### src/ued_pkg.sv
package ued_pkg;

  // Widths and counts shared by the datapath and the break detector
  localparam int DATA_W = 8;
  localparam int FIFO_DEPTH = 4;
  localparam int BREAK_BITS = 10;
  localparam int BREAK_CNT_W = 4;

  // Reset values of the control state
  localparam logic SOFT_RESET_N_RST = 1'b0;
  localparam logic PIN_IDLE_LEVEL = 1'b1;

  // Field positions inside the receiver status word
  localparam int ST_PARITY_POS = 0;
  localparam int ST_FRAMING_POS = 1;
  localparam int ST_OVERRUN_POS = 2;
  localparam int ST_WAKE_POS = 3;
  localparam int ST_BREAK_POS = 4;
  localparam int ST_W = 5;

  // Receiver status flags, sticky until cleared
  typedef struct packed {
    logic break_detect_flag;
    logic rx_line_wake_flag;
    logic overrun_flag;
    logic framing_error_flag;
    logic parity_error_flag;
  } ued_rx_status_type;

  // Configuration bits, sampled live, so set them up while the soft reset is held
  typedef struct packed {
    logic rx_enable;
    logic tx_enable;
    logic sleep;
    logic rx_dma_all;
    logic rx_dma_enable;
    logic rx_request_enable;
    logic tx_dma_enable;
    logic tx_request_enable;
    logic rx_error_irq_enable;
    logic break_irq_enable;
    logic line_wake_irq_enable;
    logic clock_internal;
    logic loopback;
    logic rx_pin_function_select;
    logic tx_pin_function_select;
  } ued_cfg_type;

  // One received frame handed over by the frame assembler
  typedef struct packed {
    logic [DATA_W-1:0] data;
    logic is_address;
    logic parity_fail;
    logic stop_missing;
  } ued_rx_frame_type;

  // Break detector states
  typedef enum logic [1:0] {
    BRK_IDLE = 2'b00,
    BRK_COUNT = 2'b01,
    BRK_HELD = 2'b10
  } ued_brk_state_type;

endpackage

### src/ued_core.sv
// Contract
// - Set parity, framing, break flags on detection
// - Overrun when unread buffer gets overwritten
// - Overrun with parity sets overrun only
// - Wake flag on power-down block or exit
// - Error summary is OR of five flags
// - Error enable gates parity, framing, overrun
// - Break enable gates break onto error interrupt
// - Break: ten low bits after missed stop
// - Wake enable gates wake onto error interrupt
// - Separate receive and transmit DMA request lines
// - Buffer-free on move; empty when both empty
// - Transmit DMA request on each buffer move
// - Receive DMA request with receive-ready set
// - Error interrupt holds back receive DMA request
// - DMA-all routes address and data frames
// - Otherwise address frames raise receive interrupt
// - Sleep suppresses data-frame DMA requests
// - Soft reset bit resets low, holds module
// - Clock select picks internal or external clock
// - Loopback routes transmitter into receiver
// - Pins serial only when function selected
// - Both DMA bits clear: receive interrupt used
// - Transmit interrupt only with transmit DMA off
`timescale 1ns/10ps

////////////////////////////////////////////////////////////////////////////////
// Small flop FIFO in front of the transmit buffer
module ued_fifo #(
  parameter int WIDTH = 8,
  parameter int DEPTH = 4
) (
  input wire logic clk,
  input wire logic rst,
  input wire logic in_valid,
  output logic in_ready,
  input wire logic [WIDTH-1:0] in_data,
  output logic out_valid,
  input wire logic out_ready,
  output logic [WIDTH-1:0] out_data
);
  localparam int AW = (DEPTH > 1) ? $clog2(DEPTH) : 1;

  logic [WIDTH-1:0] mem_r [DEPTH];
  logic [AW-1:0] wr_idx_r;
  logic [AW-1:0] rd_idx_r;
  logic [AW:0] count_r;
  logic push;
  logic pop;

  if (DEPTH < 2)
  begin : g_bad_depth
    $error("ued_fifo needs at least two entries");
  end

  // Honest flags straight from the occupancy count
  assign in_ready = (count_r != (AW+1)'(DEPTH));
  assign out_valid = (count_r != '0);
  assign push = in_valid & in_ready;
  assign pop = out_valid & out_ready;
  assign out_data = mem_r[rd_idx_r];

  // Storage, written only on an accepted push
  always_ff @(posedge clk)
  begin
    if (push)
    begin
      mem_r[wr_idx_r] <= in_data;
    end
  end

  // Pointers wrap at DEPTH, so any depth of two or more works
  always_ff @(posedge clk)
  begin
    if (rst)
    begin
      wr_idx_r <= '0;
      rd_idx_r <= '0;
      count_r <= '0;
    end
    else
    begin
      if (push)
      begin
        wr_idx_r <= (wr_idx_r == AW'(DEPTH - 1)) ? '0 : wr_idx_r + 1'b1;
      end
      if (pop)
      begin
        rd_idx_r <= (rd_idx_r == AW'(DEPTH - 1)) ? '0 : rd_idx_r + 1'b1;
      end
      if (push && !pop)
      begin
        count_r <= count_r + 1'b1;
      end
      else if (pop && !push)
      begin
        count_r <= count_r - 1'b1;
      end
    end
  end
endmodule

////////////////////////////////////////////////////////////////////////////////
// Error flags, error interrupt and DMA request logic of the serial port
module ued_core #(
  parameter int DATA_WIDTH = ued_pkg::DATA_W,
  parameter int FIFO_DEPTH = ued_pkg::FIFO_DEPTH,
  parameter int BREAK_BITS = ued_pkg::BREAK_BITS
) (
  input wire logic CLK,
  input wire logic RST,
  input wire logic SOFT_RESET_WR,
  input wire logic SOFT_RESET_N_VALUE,
  output logic SOFT_RESET_N,
  input wire ued_pkg::ued_cfg_type CFG,
  input wire logic INT_BAUD_TICK,
  input wire logic SCLK_PIN,
  output logic BIT_TICK,
  input wire logic RXD_PIN,
  output logic RX_LINE,
  output logic RX_GPIO_IN,
  input wire logic TX_SERIAL_LINE,
  input wire logic TX_GPIO_OUT,
  input wire logic TX_GPIO_OE,
  output logic TXD_PIN_O,
  output logic TXD_PIN_OE,
  input wire logic RX_FRAME_VALID,
  input wire ued_pkg::ued_rx_frame_type RX_FRAME,
  input wire logic RX_BUF_READ,
  output logic [DATA_WIDTH-1:0] RX_BUF_DATA,
  output logic RX_BUF_IS_ADDRESS,
  output logic RX_DATA_AVAILABLE,
  input wire logic PD_ENTRY_BLOCKED,
  input wire logic PD_EXIT_BY_LINE,
  input wire ued_pkg::ued_rx_status_type STATUS_CLEAR,
  output ued_pkg::ued_rx_status_type RX_STATUS,
  output logic RX_ERROR_SUMMARY,
  output logic ERR_IRQ,
  output logic RX_IRQ,
  output logic TX_IRQ,
  output logic RX_DMA_REQ,
  output logic TX_DMA_REQ,
  input wire logic TX_WR_VALID,
  output logic TX_WR_READY,
  input wire logic [DATA_WIDTH-1:0] TX_WR_DATA,
  output logic TX_BUFFER_FREE,
  output logic TX_EMPTY,
  output logic TX_SHIFT_LOAD,
  output logic [DATA_WIDTH-1:0] TX_SHIFT_DATA,
  input wire logic TX_SHIFT_DONE
);

  if (DATA_WIDTH != ued_pkg::DATA_W || BREAK_BITS < 2 ||
      BREAK_BITS >= (1 << ued_pkg::BREAK_CNT_W))
  begin : g_bad_params
    $error("ued_core parameters out of range");
  end

  logic soft_reset_n_r;
  logic mod_rst;
  logic rxd_meta_r;
  logic rxd_sync_r;
  logic sclk_meta_r;
  logic sclk_sync_r;
  logic sclk_prev_r;
  logic rx_line;
  logic txd_r;
  logic txd_oe_r;
  logic rx_move;
  logic overrun_now;
  logic rx_to_dma;
  logic rx_to_irq;
  logic [DATA_WIDTH-1:0] rx_data_r;
  logic rx_addr_r;
  logic rx_ready_r;
  logic rx_dma_pend_r;
  logic rx_irq_pend_r;
  ued_pkg::ued_rx_status_type status_r;
  ued_pkg::ued_rx_status_type status_set;
  ued_pkg::ued_brk_state_type brk_state_r;
  logic [ued_pkg::BREAK_CNT_W-1:0] brk_cnt_r;
  logic brk_found;
  logic fifo_valid;
  logic [DATA_WIDTH-1:0] fifo_data;
  logic tx_buf_full_r;
  logic [DATA_WIDTH-1:0] tx_buf_r;
  logic tx_shift_busy_r;
  logic tx_move;
  logic tx_dma_pend_r;
  logic tx_shift_load_r;
  logic [DATA_WIDTH-1:0] tx_shift_data_r;

  //////////////////////////////////////////////////////////////////////////////
  // Soft reset bit: low after system reset, module held until written high
  always_ff @(posedge CLK)
  begin
    if (RST)
    begin
      soft_reset_n_r <= ued_pkg::SOFT_RESET_N_RST;
    end
    else if (SOFT_RESET_WR)
    begin
      soft_reset_n_r <= SOFT_RESET_N_VALUE;
    end
  end

  // Config is sampled live, so software must set it up while held here
  assign mod_rst = RST | ~soft_reset_n_r;
  assign SOFT_RESET_N = soft_reset_n_r;

  //////////////////////////////////////////////////////////////////////////////
  // Pin synchronisers; third clock flop only feeds the edge detector
  always_ff @(posedge CLK)
  begin
    if (RST)
    begin
      rxd_meta_r <= ued_pkg::PIN_IDLE_LEVEL;
      rxd_sync_r <= ued_pkg::PIN_IDLE_LEVEL;
      sclk_meta_r <= 1'b0;
      sclk_sync_r <= 1'b0;
      sclk_prev_r <= 1'b0;
    end
    else
    begin
      rxd_meta_r <= RXD_PIN;
      rxd_sync_r <= rxd_meta_r;
      sclk_meta_r <= SCLK_PIN;
      sclk_sync_r <= sclk_meta_r;
      sclk_prev_r <= sclk_sync_r;
    end
  end

  // Bit rate from the divider or from rising edges of the clock pin
  assign BIT_TICK = CFG.clock_internal ? INT_BAUD_TICK
                                       : (sclk_sync_r & ~sclk_prev_r);

  // Receive line: internal loop, the pin, or idle when pin is GPIO
  assign rx_line = CFG.loopback ? TX_SERIAL_LINE
                 : (CFG.rx_pin_function_select ? rxd_sync_r
                                               : ued_pkg::PIN_IDLE_LEVEL);
  assign RX_LINE = rx_line;
  assign RX_GPIO_IN = rxd_sync_r;

  // Transmit pin; in loopback the pin idles so the bus sees no test traffic
  always_ff @(posedge CLK)
  begin
    if (RST)
    begin
      txd_r <= ued_pkg::PIN_IDLE_LEVEL;
      txd_oe_r <= 1'b0;
    end
    else if (CFG.tx_pin_function_select && soft_reset_n_r)
    begin
      txd_r <= CFG.loopback ? ued_pkg::PIN_IDLE_LEVEL : TX_SERIAL_LINE;
      txd_oe_r <= 1'b1;
    end
    else
    begin
      txd_r <= TX_GPIO_OUT;
      txd_oe_r <= TX_GPIO_OE;
    end
  end

  assign TXD_PIN_O = txd_r;
  assign TXD_PIN_OE = txd_oe_r;

  //////////////////////////////////////////////////////////////////////////////
  // Shift-to-buffer transfer; sleep passes address frames only
  assign rx_move = RX_FRAME_VALID & CFG.rx_enable
                 & (~CFG.sleep | RX_FRAME.is_address);

  // A read in the same cycle counts as having taken the old data
  assign overrun_now = rx_move & rx_ready_r & ~RX_BUF_READ;

  // Routing of the ready event: DMA or receive interrupt
  assign rx_to_dma = CFG.rx_request_enable & CFG.rx_dma_enable
                   & (CFG.rx_dma_all | ~RX_FRAME.is_address);
  assign rx_to_irq = CFG.rx_request_enable & ~rx_to_dma;

  // Receive buffer and its ready flag; a new frame beats a read
  always_ff @(posedge CLK)
  begin
    if (mod_rst)
    begin
      rx_data_r <= '0;
      rx_addr_r <= 1'b0;
      rx_ready_r <= 1'b0;
    end
    else if (rx_move)
    begin
      rx_data_r <= RX_FRAME.data;
      rx_addr_r <= RX_FRAME.is_address;
      rx_ready_r <= 1'b1;
    end
    else if (RX_BUF_READ)
    begin
      rx_ready_r <= 1'b0;
    end
  end

  assign RX_BUF_DATA = rx_data_r;
  assign RX_BUF_IS_ADDRESS = rx_addr_r;
  assign RX_DATA_AVAILABLE = rx_ready_r;

  // Pending requests, dropped by any buffer read (DMA or error handler)
  always_ff @(posedge CLK)
  begin
    if (mod_rst)
    begin
      rx_dma_pend_r <= 1'b0;
      rx_irq_pend_r <= 1'b0;
    end
    else
    begin
      rx_dma_pend_r <= (rx_move & rx_to_dma) | (rx_dma_pend_r & ~RX_BUF_READ);
      rx_irq_pend_r <= (rx_move & rx_to_irq) | (rx_irq_pend_r & ~RX_BUF_READ);
    end
  end

  // DMA waits while the error interrupt is up, so errors are seen first
  assign RX_DMA_REQ = rx_dma_pend_r & ~ERR_IRQ;
  assign RX_IRQ = rx_irq_pend_r;

  //////////////////////////////////////////////////////////////////////////////
  // Break detector: counts low bit times after a missed stop bit
  always_ff @(posedge CLK)
  begin
    if (mod_rst)
    begin
      brk_state_r <= ued_pkg::BRK_IDLE;
      brk_cnt_r <= '0;
    end
    else
    begin
      case (brk_state_r)
        ued_pkg::BRK_IDLE:
        begin
          brk_cnt_r <= '0;
          if (RX_FRAME_VALID && RX_FRAME.stop_missing && !rx_line)
          begin
            brk_state_r <= ued_pkg::BRK_COUNT;
          end
        end
        ued_pkg::BRK_COUNT:
        begin
          if (rx_line)
          begin
            brk_state_r <= ued_pkg::BRK_IDLE;
          end
          else if (BIT_TICK)
          begin
            brk_cnt_r <= brk_cnt_r + 1'b1;
            if (brk_cnt_r == ued_pkg::BREAK_CNT_W'(BREAK_BITS - 1))
            begin
              brk_state_r <= ued_pkg::BRK_HELD;
            end
          end
        end
        ued_pkg::BRK_HELD:
        begin
          // Wait for the line to rise so one break reports once
          if (rx_line)
          begin
            brk_state_r <= ued_pkg::BRK_IDLE;
          end
        end
        default:
        begin
          brk_state_r <= ued_pkg::BRK_IDLE;
        end
      endcase
    end
  end

  assign brk_found = (brk_state_r == ued_pkg::BRK_COUNT) & ~rx_line & BIT_TICK
                   & (brk_cnt_r == ued_pkg::BREAK_CNT_W'(BREAK_BITS - 1));

  //////////////////////////////////////////////////////////////////////////////
  // Status flag set terms; flags keep updating during sleep
  always_comb
  begin
    status_set = '0;
    status_set.parity_error_flag = RX_FRAME_VALID & RX_FRAME.parity_fail
                                 & ~overrun_now;
    status_set.framing_error_flag = RX_FRAME_VALID & RX_FRAME.stop_missing;
    status_set.overrun_flag = overrun_now;
    status_set.rx_line_wake_flag = PD_ENTRY_BLOCKED | PD_EXIT_BY_LINE;
    status_set.break_detect_flag = brk_found;
  end

  // Sticky flags, write-one-to-clear, a coinciding set wins
  always_ff @(posedge CLK)
  begin
    if (mod_rst)
    begin
      status_r <= '0;
    end
    else
    begin
      status_r <= (status_r & ~STATUS_CLEAR) | status_set;
    end
  end

  assign RX_STATUS = status_r;
  assign RX_ERROR_SUMMARY = |status_r;

  // Level interrupt; drops as soon as flags or enables go away
  assign ERR_IRQ = (CFG.rx_error_irq_enable & (status_r.parity_error_flag
                     | status_r.framing_error_flag | status_r.overrun_flag))
                 | (CFG.break_irq_enable & status_r.break_detect_flag)
                 | (CFG.line_wake_irq_enable & status_r.rx_line_wake_flag);

  //////////////////////////////////////////////////////////////////////////////
  // Write FIFO stalls the writer when the transmit buffer backs up
  ued_fifo #(
    .WIDTH(DATA_WIDTH),
    .DEPTH(FIFO_DEPTH)
  ) u_tx_fifo (
    .clk(CLK),
    .rst(mod_rst),
    .in_valid(TX_WR_VALID),
    .in_ready(TX_WR_READY),
    .in_data(TX_WR_DATA),
    .out_valid(fifo_valid),
    .out_ready(~tx_buf_full_r),
    .out_data(fifo_data)
  );

  // Buffer-to-shift move only while the transmitter is enabled
  assign tx_move = tx_buf_full_r & ~tx_shift_busy_r & CFG.tx_enable;

  // Transmit buffer fills from the FIFO, empties into the shifter
  always_ff @(posedge CLK)
  begin
    if (mod_rst)
    begin
      tx_buf_full_r <= 1'b0;
      tx_buf_r <= '0;
    end
    else if (!tx_buf_full_r && fifo_valid)
    begin
      tx_buf_full_r <= 1'b1;
      tx_buf_r <= fifo_data;
    end
    else if (tx_move)
    begin
      tx_buf_full_r <= 1'b0;
    end
  end

  // Shift register occupancy and load strobe to the bit shifter
  always_ff @(posedge CLK)
  begin
    if (mod_rst)
    begin
      tx_shift_busy_r <= 1'b0;
      tx_shift_load_r <= 1'b0;
      tx_shift_data_r <= '0;
    end
    else
    begin
      tx_shift_busy_r <= tx_move | (tx_shift_busy_r & ~TX_SHIFT_DONE);
      tx_shift_load_r <= tx_move;
      if (tx_move)
      begin
        tx_shift_data_r <= tx_buf_r;
      end
    end
  end

  assign TX_SHIFT_LOAD = tx_shift_load_r;
  assign TX_SHIFT_DATA = tx_shift_data_r;
  assign TX_BUFFER_FREE = ~tx_buf_full_r;
  assign TX_EMPTY = ~tx_buf_full_r & ~tx_shift_busy_r;

  // Transmit DMA request per move, held until the next word is accepted
  always_ff @(posedge CLK)
  begin
    if (mod_rst)
    begin
      tx_dma_pend_r <= 1'b0;
    end
    else
    begin
      tx_dma_pend_r <= (tx_move & CFG.tx_dma_enable & CFG.tx_request_enable)
                     | (tx_dma_pend_r & ~(TX_WR_VALID & TX_WR_READY));
    end
  end

  assign TX_DMA_REQ = tx_dma_pend_r;
  // Level request: re-asserts whenever the action enable returns
  assign TX_IRQ = CFG.tx_request_enable & ~CFG.tx_dma_enable & ~tx_buf_full_r;

endmodule

### config.mk
export PLATFORM = sky130hd
export DESIGN_NAME = ued_core
export DESIGN_NICKNAME = d
export VERILOG_FILES = /design/src/ued_pkg.sv /design/src/ued_core.sv
export SDC_FILE = /design/constraint.sdc
export NUM_CORES = 1
export LEC_CHECK = 0
export ABC_AREA = 1
export BUFFER_PORTS_ARGS = -buffer_cell sky130_fd_sc_hd__buf_2
export CORE_UTILIZATION = 59
export CTS_BUF_LIST = sky130_fd_sc_hd__clkbuf_2
export CTS_CLUSTER_SIZE = 16
export DETAILED_ROUTE_END_ITERATION = 7
export GPL_TIMING_DRIVEN = 1
export MAX_ROUTING_LAYER = met4
export PLACE_DENSITY_LB_ADDON = 0.12
export RECOVER_POWER = 25
export SKIP_LAST_GASP = 1
export SLEW_MARGIN = 20
export SYNTH_ARGS = -nofsm -noshare
export SYNTH_HDL_FRONTEND = slang
export SYNTH_SLANG_ARGS = --single-unit
### constraint.sdc
create_clock -name CLK -period 3.5 [get_ports CLK]
set_input_delay 0.175 -clock CLK [delete_from_list [all_inputs] [get_ports CLK]]
set_output_delay 0.175 -clock CLK [all_outputs]
set_load 0.005 [all_outputs]
Word-level counts from Yosys, hierarchy flattened
Memory sizes are Yosys's and may differ from the RTL's. A register that Yosys moved wholly into a read port is not among the register bits.
Cells that the tools add are included.
{"block": "word_totals", "mem_bits_rw": 32, "ff_bits": 50, "wordCells": 152, "inputBits": 55, "n_memories": 1, "out_inout_bits": 39}
{"name": "u_tx_fifo.mem_r", "depth": 4, "word_bits": 8, "read_ports": 1, "rd_clocked_by_memory_dff": 1, "wr": 1, "line_no": "ued_core.sv:44", "text": "logic [WIDTH-1:0] mem_r [DEPTH];"}
{"block": "op_classes", "bitwise_logic": 62, "n_mux": 25, "reduce_logical": 19, "add_sub_neg": 5, "eq_ne": 12}
{"op": "1-bit bitwise AND", "count": 33}
{"op": "2-bit 2-to-1 mux", "count": 7}
{"op": "1-bit inverter", "count": 14}
{"op": "1-bit 2-to-1 mux", "count": 12}
{"op": "1-bit bitwise OR", "count": 12}
{"op": "3-bit != test, second input constant", "count": 3}
{"op": "4-bit 2-to-1 mux", "count": 2}
{"op": "2-bit != test, second input constant", "count": 4}
{"op": "4-bit one-hot mux with 2 select lines", "count": 1}
{"op": "2-bit nonzero test", "count": 4}
{"op": "2-bit == test, second input constant", "count": 3}
{"op": "1-bit logical AND", "count": 6}
{"op": "3-bit 2-to-1 mux", "count": 2}
{"op": "2-bit one-hot mux with 3 select lines", "count": 1}
{"op": "5-bit bitwise AND", "count": 1}
{"op": "5-bit inverter", "count": 1}
{"op": "5-bit bitwise OR", "count": 1}
{"op": "5-bit OR reduction", "count": 1}
{"op": "2-bit by 1-bit adder with 2-bit output, second input constant", "count": 2}
{"op": "4-bit by 1-bit adder with 4-bit output, second input constant", "count": 1}
{"op": "4-bit == test, second input constant", "count": 1}
{"op": "1-bit logical NOT", "count": 4}
{"op": "4-bit AND reduction", "count": 1}
{"op": "3-bit by 1-bit adder with 3-bit output, second input constant", "count": 1}
{"op": "other kinds (5)", "count": 5}

Longest topological paths before layout
{"block": "depth", "ltp_word": 8, "mapped_depth": 11}

Hierarchy
From an unflattened synthesis, not the netlist that was laid out.
{"block": "hier_totals", "hier_cells": 411, "hier_area_um2": 3754.9}
{"module": "ued_core", "area_per_inst_um2": 2058.2, "cells_per_inst": 266, "n_inst": 1}
{"module": "ued_fifo", "area_per_inst_um2": 1696.6, "cells_per_inst": 145, "n_inst": 1}

Least setup slack after synthesis
Ideal clock, no wire load.
{"block": "synth_path", "path_kind": "register to register", "from": "register u_tx_fifo.count_r[0]", "to": "register u_tx_fifo.count_r[2]", "setup_slack_ns": 1.540, "stages_incl_launch_ff": 10, "arrival_ns": 1.838, "required_time_ns": 3.378, "synth_period_minus_slack_ns": 1.960, "setup_time_ns": 0.122, "path_buffers": 1, "path_cell_list": "dfxtp_1 > o31ai_4 > buf_6 > ha_1 > inv_1 > fa_1 > a21oi_1 > o21ai_0 > o21ai_0 > a21oi_1"}
{"block": "synth_between", "elab_chain_len": 5}
{"item": "start, declared", "line_no": "ued_core.sv:47", "text": "logic [AW:0] count_r;"}
{"item": "start signal, assigned", "line_no": "ued_core.sv:93", "text": "count_r <= count_r + 1'b1;"}
{"item": "start signal, assigned", "line_no": "ued_core.sv:97", "text": "count_r <= count_r - 1'b1;"}
{"item": "parallel branches: the longest is 5 deep, another holds 3-bit by 1-bit subtractor with 3-bit output"}
Parallel ways; which one is timed is not known. The select of a mux whose other input is x is not followed.
A chain may end at the register's enable or synchronous reset.

Worst setup path after layout
{"block": "layout_path", "from": "input port CFG[12] in the netlist's numbering", "to": "register rx_irq_pend_r, in the netlist RX_IRQ"}
{"block": "layout_between", "elab_chain_len": 5}
{"item": "start, declared", "line_no": "ued_core.sv:115", "text": "input wire ued_pkg::ued_cfg_type CFG,"}
{"item": "1-bit inverter", "line_no": "ued_core.sv:270", "text": "& (~CFG.sleep | RX_FRAME.is_address);"}
{"item": "1-bit bitwise OR", "line_no": "ued_core.sv:270"}
{"item": "1-bit bitwise AND", "line_no": "ued_core.sv:270"}
{"item": "1-bit bitwise AND", "line_no": "ued_core.sv:316", "text": "rx_irq_pend_r <= (rx_move & rx_to_irq) | (rx_irq_pend_r & ~RX_BUF_READ);"}
{"item": "1-bit bitwise OR", "line_no": "ued_core.sv:316"}
{"item": "end signal, assigned", "line_no": "ued_core.sv:316"}
{"item": "end, declared", "line_no": "ued_core.sv:177", "text": "logic rx_irq_pend_r;"}
No other way between the ends.

==> out/qor.csv <==
metric;value;unit
die_area;0.00645;mm²
layout.nets;603;
grtUsageMet3;0.0670;
syn_to_final_growth;29.2;%
cp_max_fo;14;
layout_common_cells;nor2_1 (90), buf_2 (84), dfxtp_1 (58), o21ai_0 (48), dlygate4sd3_1 (47);
cts_buffer_depth;2;
drive_gt1_frac;0.202;
use_met2;0.448;
dr.pass1.iters;4;
post-place-cells;556;
leakage;2.09;nW
power.density;392;mW/mm²
crit_end;RX_IRQ$_SDFF_PP0_;
netlist_area;0.00362;mm²
hpwl;4790;µm
peakVddDrop;0.000304;V
wl;7820;µm
antenna_found_initial;0;
final_area;0.00467;mm²
first_iter_violations;127;
diodes;0;
ys_warn_count;0;
maxSlewViolCount;0;
portBuffers;93;
regArea;0.00212;mm²
worstSetupStartpointType;input pin;
cts_root_buf;clkbuf_2;
skew;0.0295;ns
period_share;0.717;
finalPower;1.83;mW
die_h;80.3;µm
cts.clk_slew.worst_paths;0.26;ns
place_area;0.00410;mm²
cts_resized;0;
setup_tns;0;ns
synth_seq_cells;90;
maxSlewHeadroom;0.384;
initial_core_util;0.611;
cp-end-kind;flop;
grt_pass1_vias;2946;
pin_count;94;
ys_types;31;
r2r_start;u_tx_fifo.count_r[0]$_SDFFE_PP0P_;
setup_viol;0;
finalWeightedCongestion;0.837;
tightest_slew;0.925;ns
yosysSeqAreaShare;0.587;
instances_no_fill;619;
crit_type;input pin to flop;
rows;28;
period_needed;2.51;ns
grt_max_degree;32;
wl_per_cell;12.6;µm
drc;0;
multiInputGateArea;0.00122;mm²
die_w;80.3;µm
synth.top_cell.area_share;0.321;
rsz0062_at_grt;false;
htree_levels;3;
synth_area_leaders;dfxtp_1 (32%), edfxtp_1 (27%), nor2_1 (9.2%);
arrival;3.01;ns
ff2ff_setup_slack;1.28;ns
timing.hold.ws;0.0847;ns
ant_nets;0;
cts_setup_buffers;0;
track_usage;0.257;
numCtsBuffers;9;
cts_sinks;90;
reg2reg_to;u_tx_fifo.count_r[2]$_SDFFE_PP0P_;
startpoint;CFG[12];
maxCapViolations;0;
syn_nets;462;
avgSynthCellArea;9.09;µm²
vias;3130;
grt-busiest-layer;met2;
hold_viol_final;0;
reg2regPathDepth;8;
status;finished, final reports clean;
yosys.area.top_type;dfxtp_1;
cts_tree;yes;
ctsHoldBuffers;47;
grt-ovfl-total;0;
n_fill_cell;410;
grt_pass1_wl;12200;µm
hp-class;input pin to flop;
fmaxAchievable;0.399;GHz
layout_commonest_cell;nor2_1;
viasPerCell;5.06;
grt.met1_usage;0.273;
cp.required;4.00;ns
core_area;0.00592;mm²
synthCells;398;
clock_latency;0.53;ns
-- final cells by class --
class,instances,share of cell area
Sequential cell,90,0.454
Multi-Input combinational cell,249,0.261
Timing Repair Buffer,141,0.200
Inverter,48,0.0391
Tap cell,75,0.0201
Clock inverter,7,0.0161
Clock buffer,9,0.00964
-- critical path, stage by stage --
cell and delay (ns):
dlygate4sd3_1 0.55, buf_2 0.12, a21oi_1 0.73, nand3_1 0.16, dlygate4sd3_1 0.61, a21oi_1 0.11
dlygate4sd3_1 0.55
-- worst min-delay path by stage --
stage,depth (start not counted),slack (ns),start,end
floorplan,1,0.24,RST,TXD_PIN_OE$_SDFF_PP0_
detailed placement,2,0.36,RXD_PIN,rxd_meta_r$_SDFF_PP1_
global placement,2,0.36,RXD_PIN,rxd_meta_r$_SDFF_PP1_
global route,5,0.08,INT_BAUD_TICK,brk_state_r[1]$_SDFFE_PP0P_
finish,5,0.08,INT_BAUD_TICK,RX_STATUS[4]$_SDFF_PP0_
CTS,5,0.03,CFG[14],RX_BUF_IS_ADDRESS$_SDFFE_PP0P_
-- layer usage --
| metal | vias up | share of wire |
|---|---|---|
| met1 | 1408 | 0.41 |
| li1 | 1593 | - |
| met3 | 10 | 0.062 |
| met4 | 0 | 0.013 |
| met2 | 119 | 0.51 |
| met5 | - | 0 |
-- report_power, final --
group	switching (mW)	internal [mW]
sequential	0.0125	1.11
combinational	0.0931	0.0885
clock	0.359	0.172
-- synth_stat cells (all sizes together) --
master,number
fa,1
nand3b,2
nor3,1
a211oi,2
inv,48
nor2,92
o21ai,49
or2,2
o22ai,8
o31ai,1
nand4,2
nand3,15
buf,10
dfxtp,58
a21oi,29
nand2,34
o211ai,1
edfxtp,32
ha,8
nor3b,1
clkbuf,1
xor2,1
-- through the flow --
stage | utilization | setup slack [ns]
3_3_place_gp | 0.693 | 1.36
6_report | 0.789 | 0.992
4_1_cts | 0.793 | 1.30
3_5_place_dp | 0.693 | 1.29
5_1_grt | 0.789 | 0.959
2_1_floorplan | - | 1.54
-- cell families (layout without fill, tap and decap cells) --
kind of cell,Yosys count,after routing,share of synthesized area
xor+xnor,1,1,0.00242
compound gates,90,90,0.135
simple gates,149,149,0.170
buf+inv,59,205,0.0726
fa+ha+maj,9,9,0.0332
flops,90,90,0.587
-- flip-flops by register name, indices dropped and copies added (netlist names), 2 cells and up --
signal	flops
RX_STATUS	5
u_tx_fifo.rd_idx_r	2
brk_cnt_r	4
RX_BUF_DATA	8
tx_buf_r	8
u_tx_fifo.mem_r	32
brk_state_r	2
u_tx_fifo.wr_idx_r	2
TX_SHIFT_DATA	8
u_tx_fifo.count_r	3
Power figures use the tool's default switching activity.
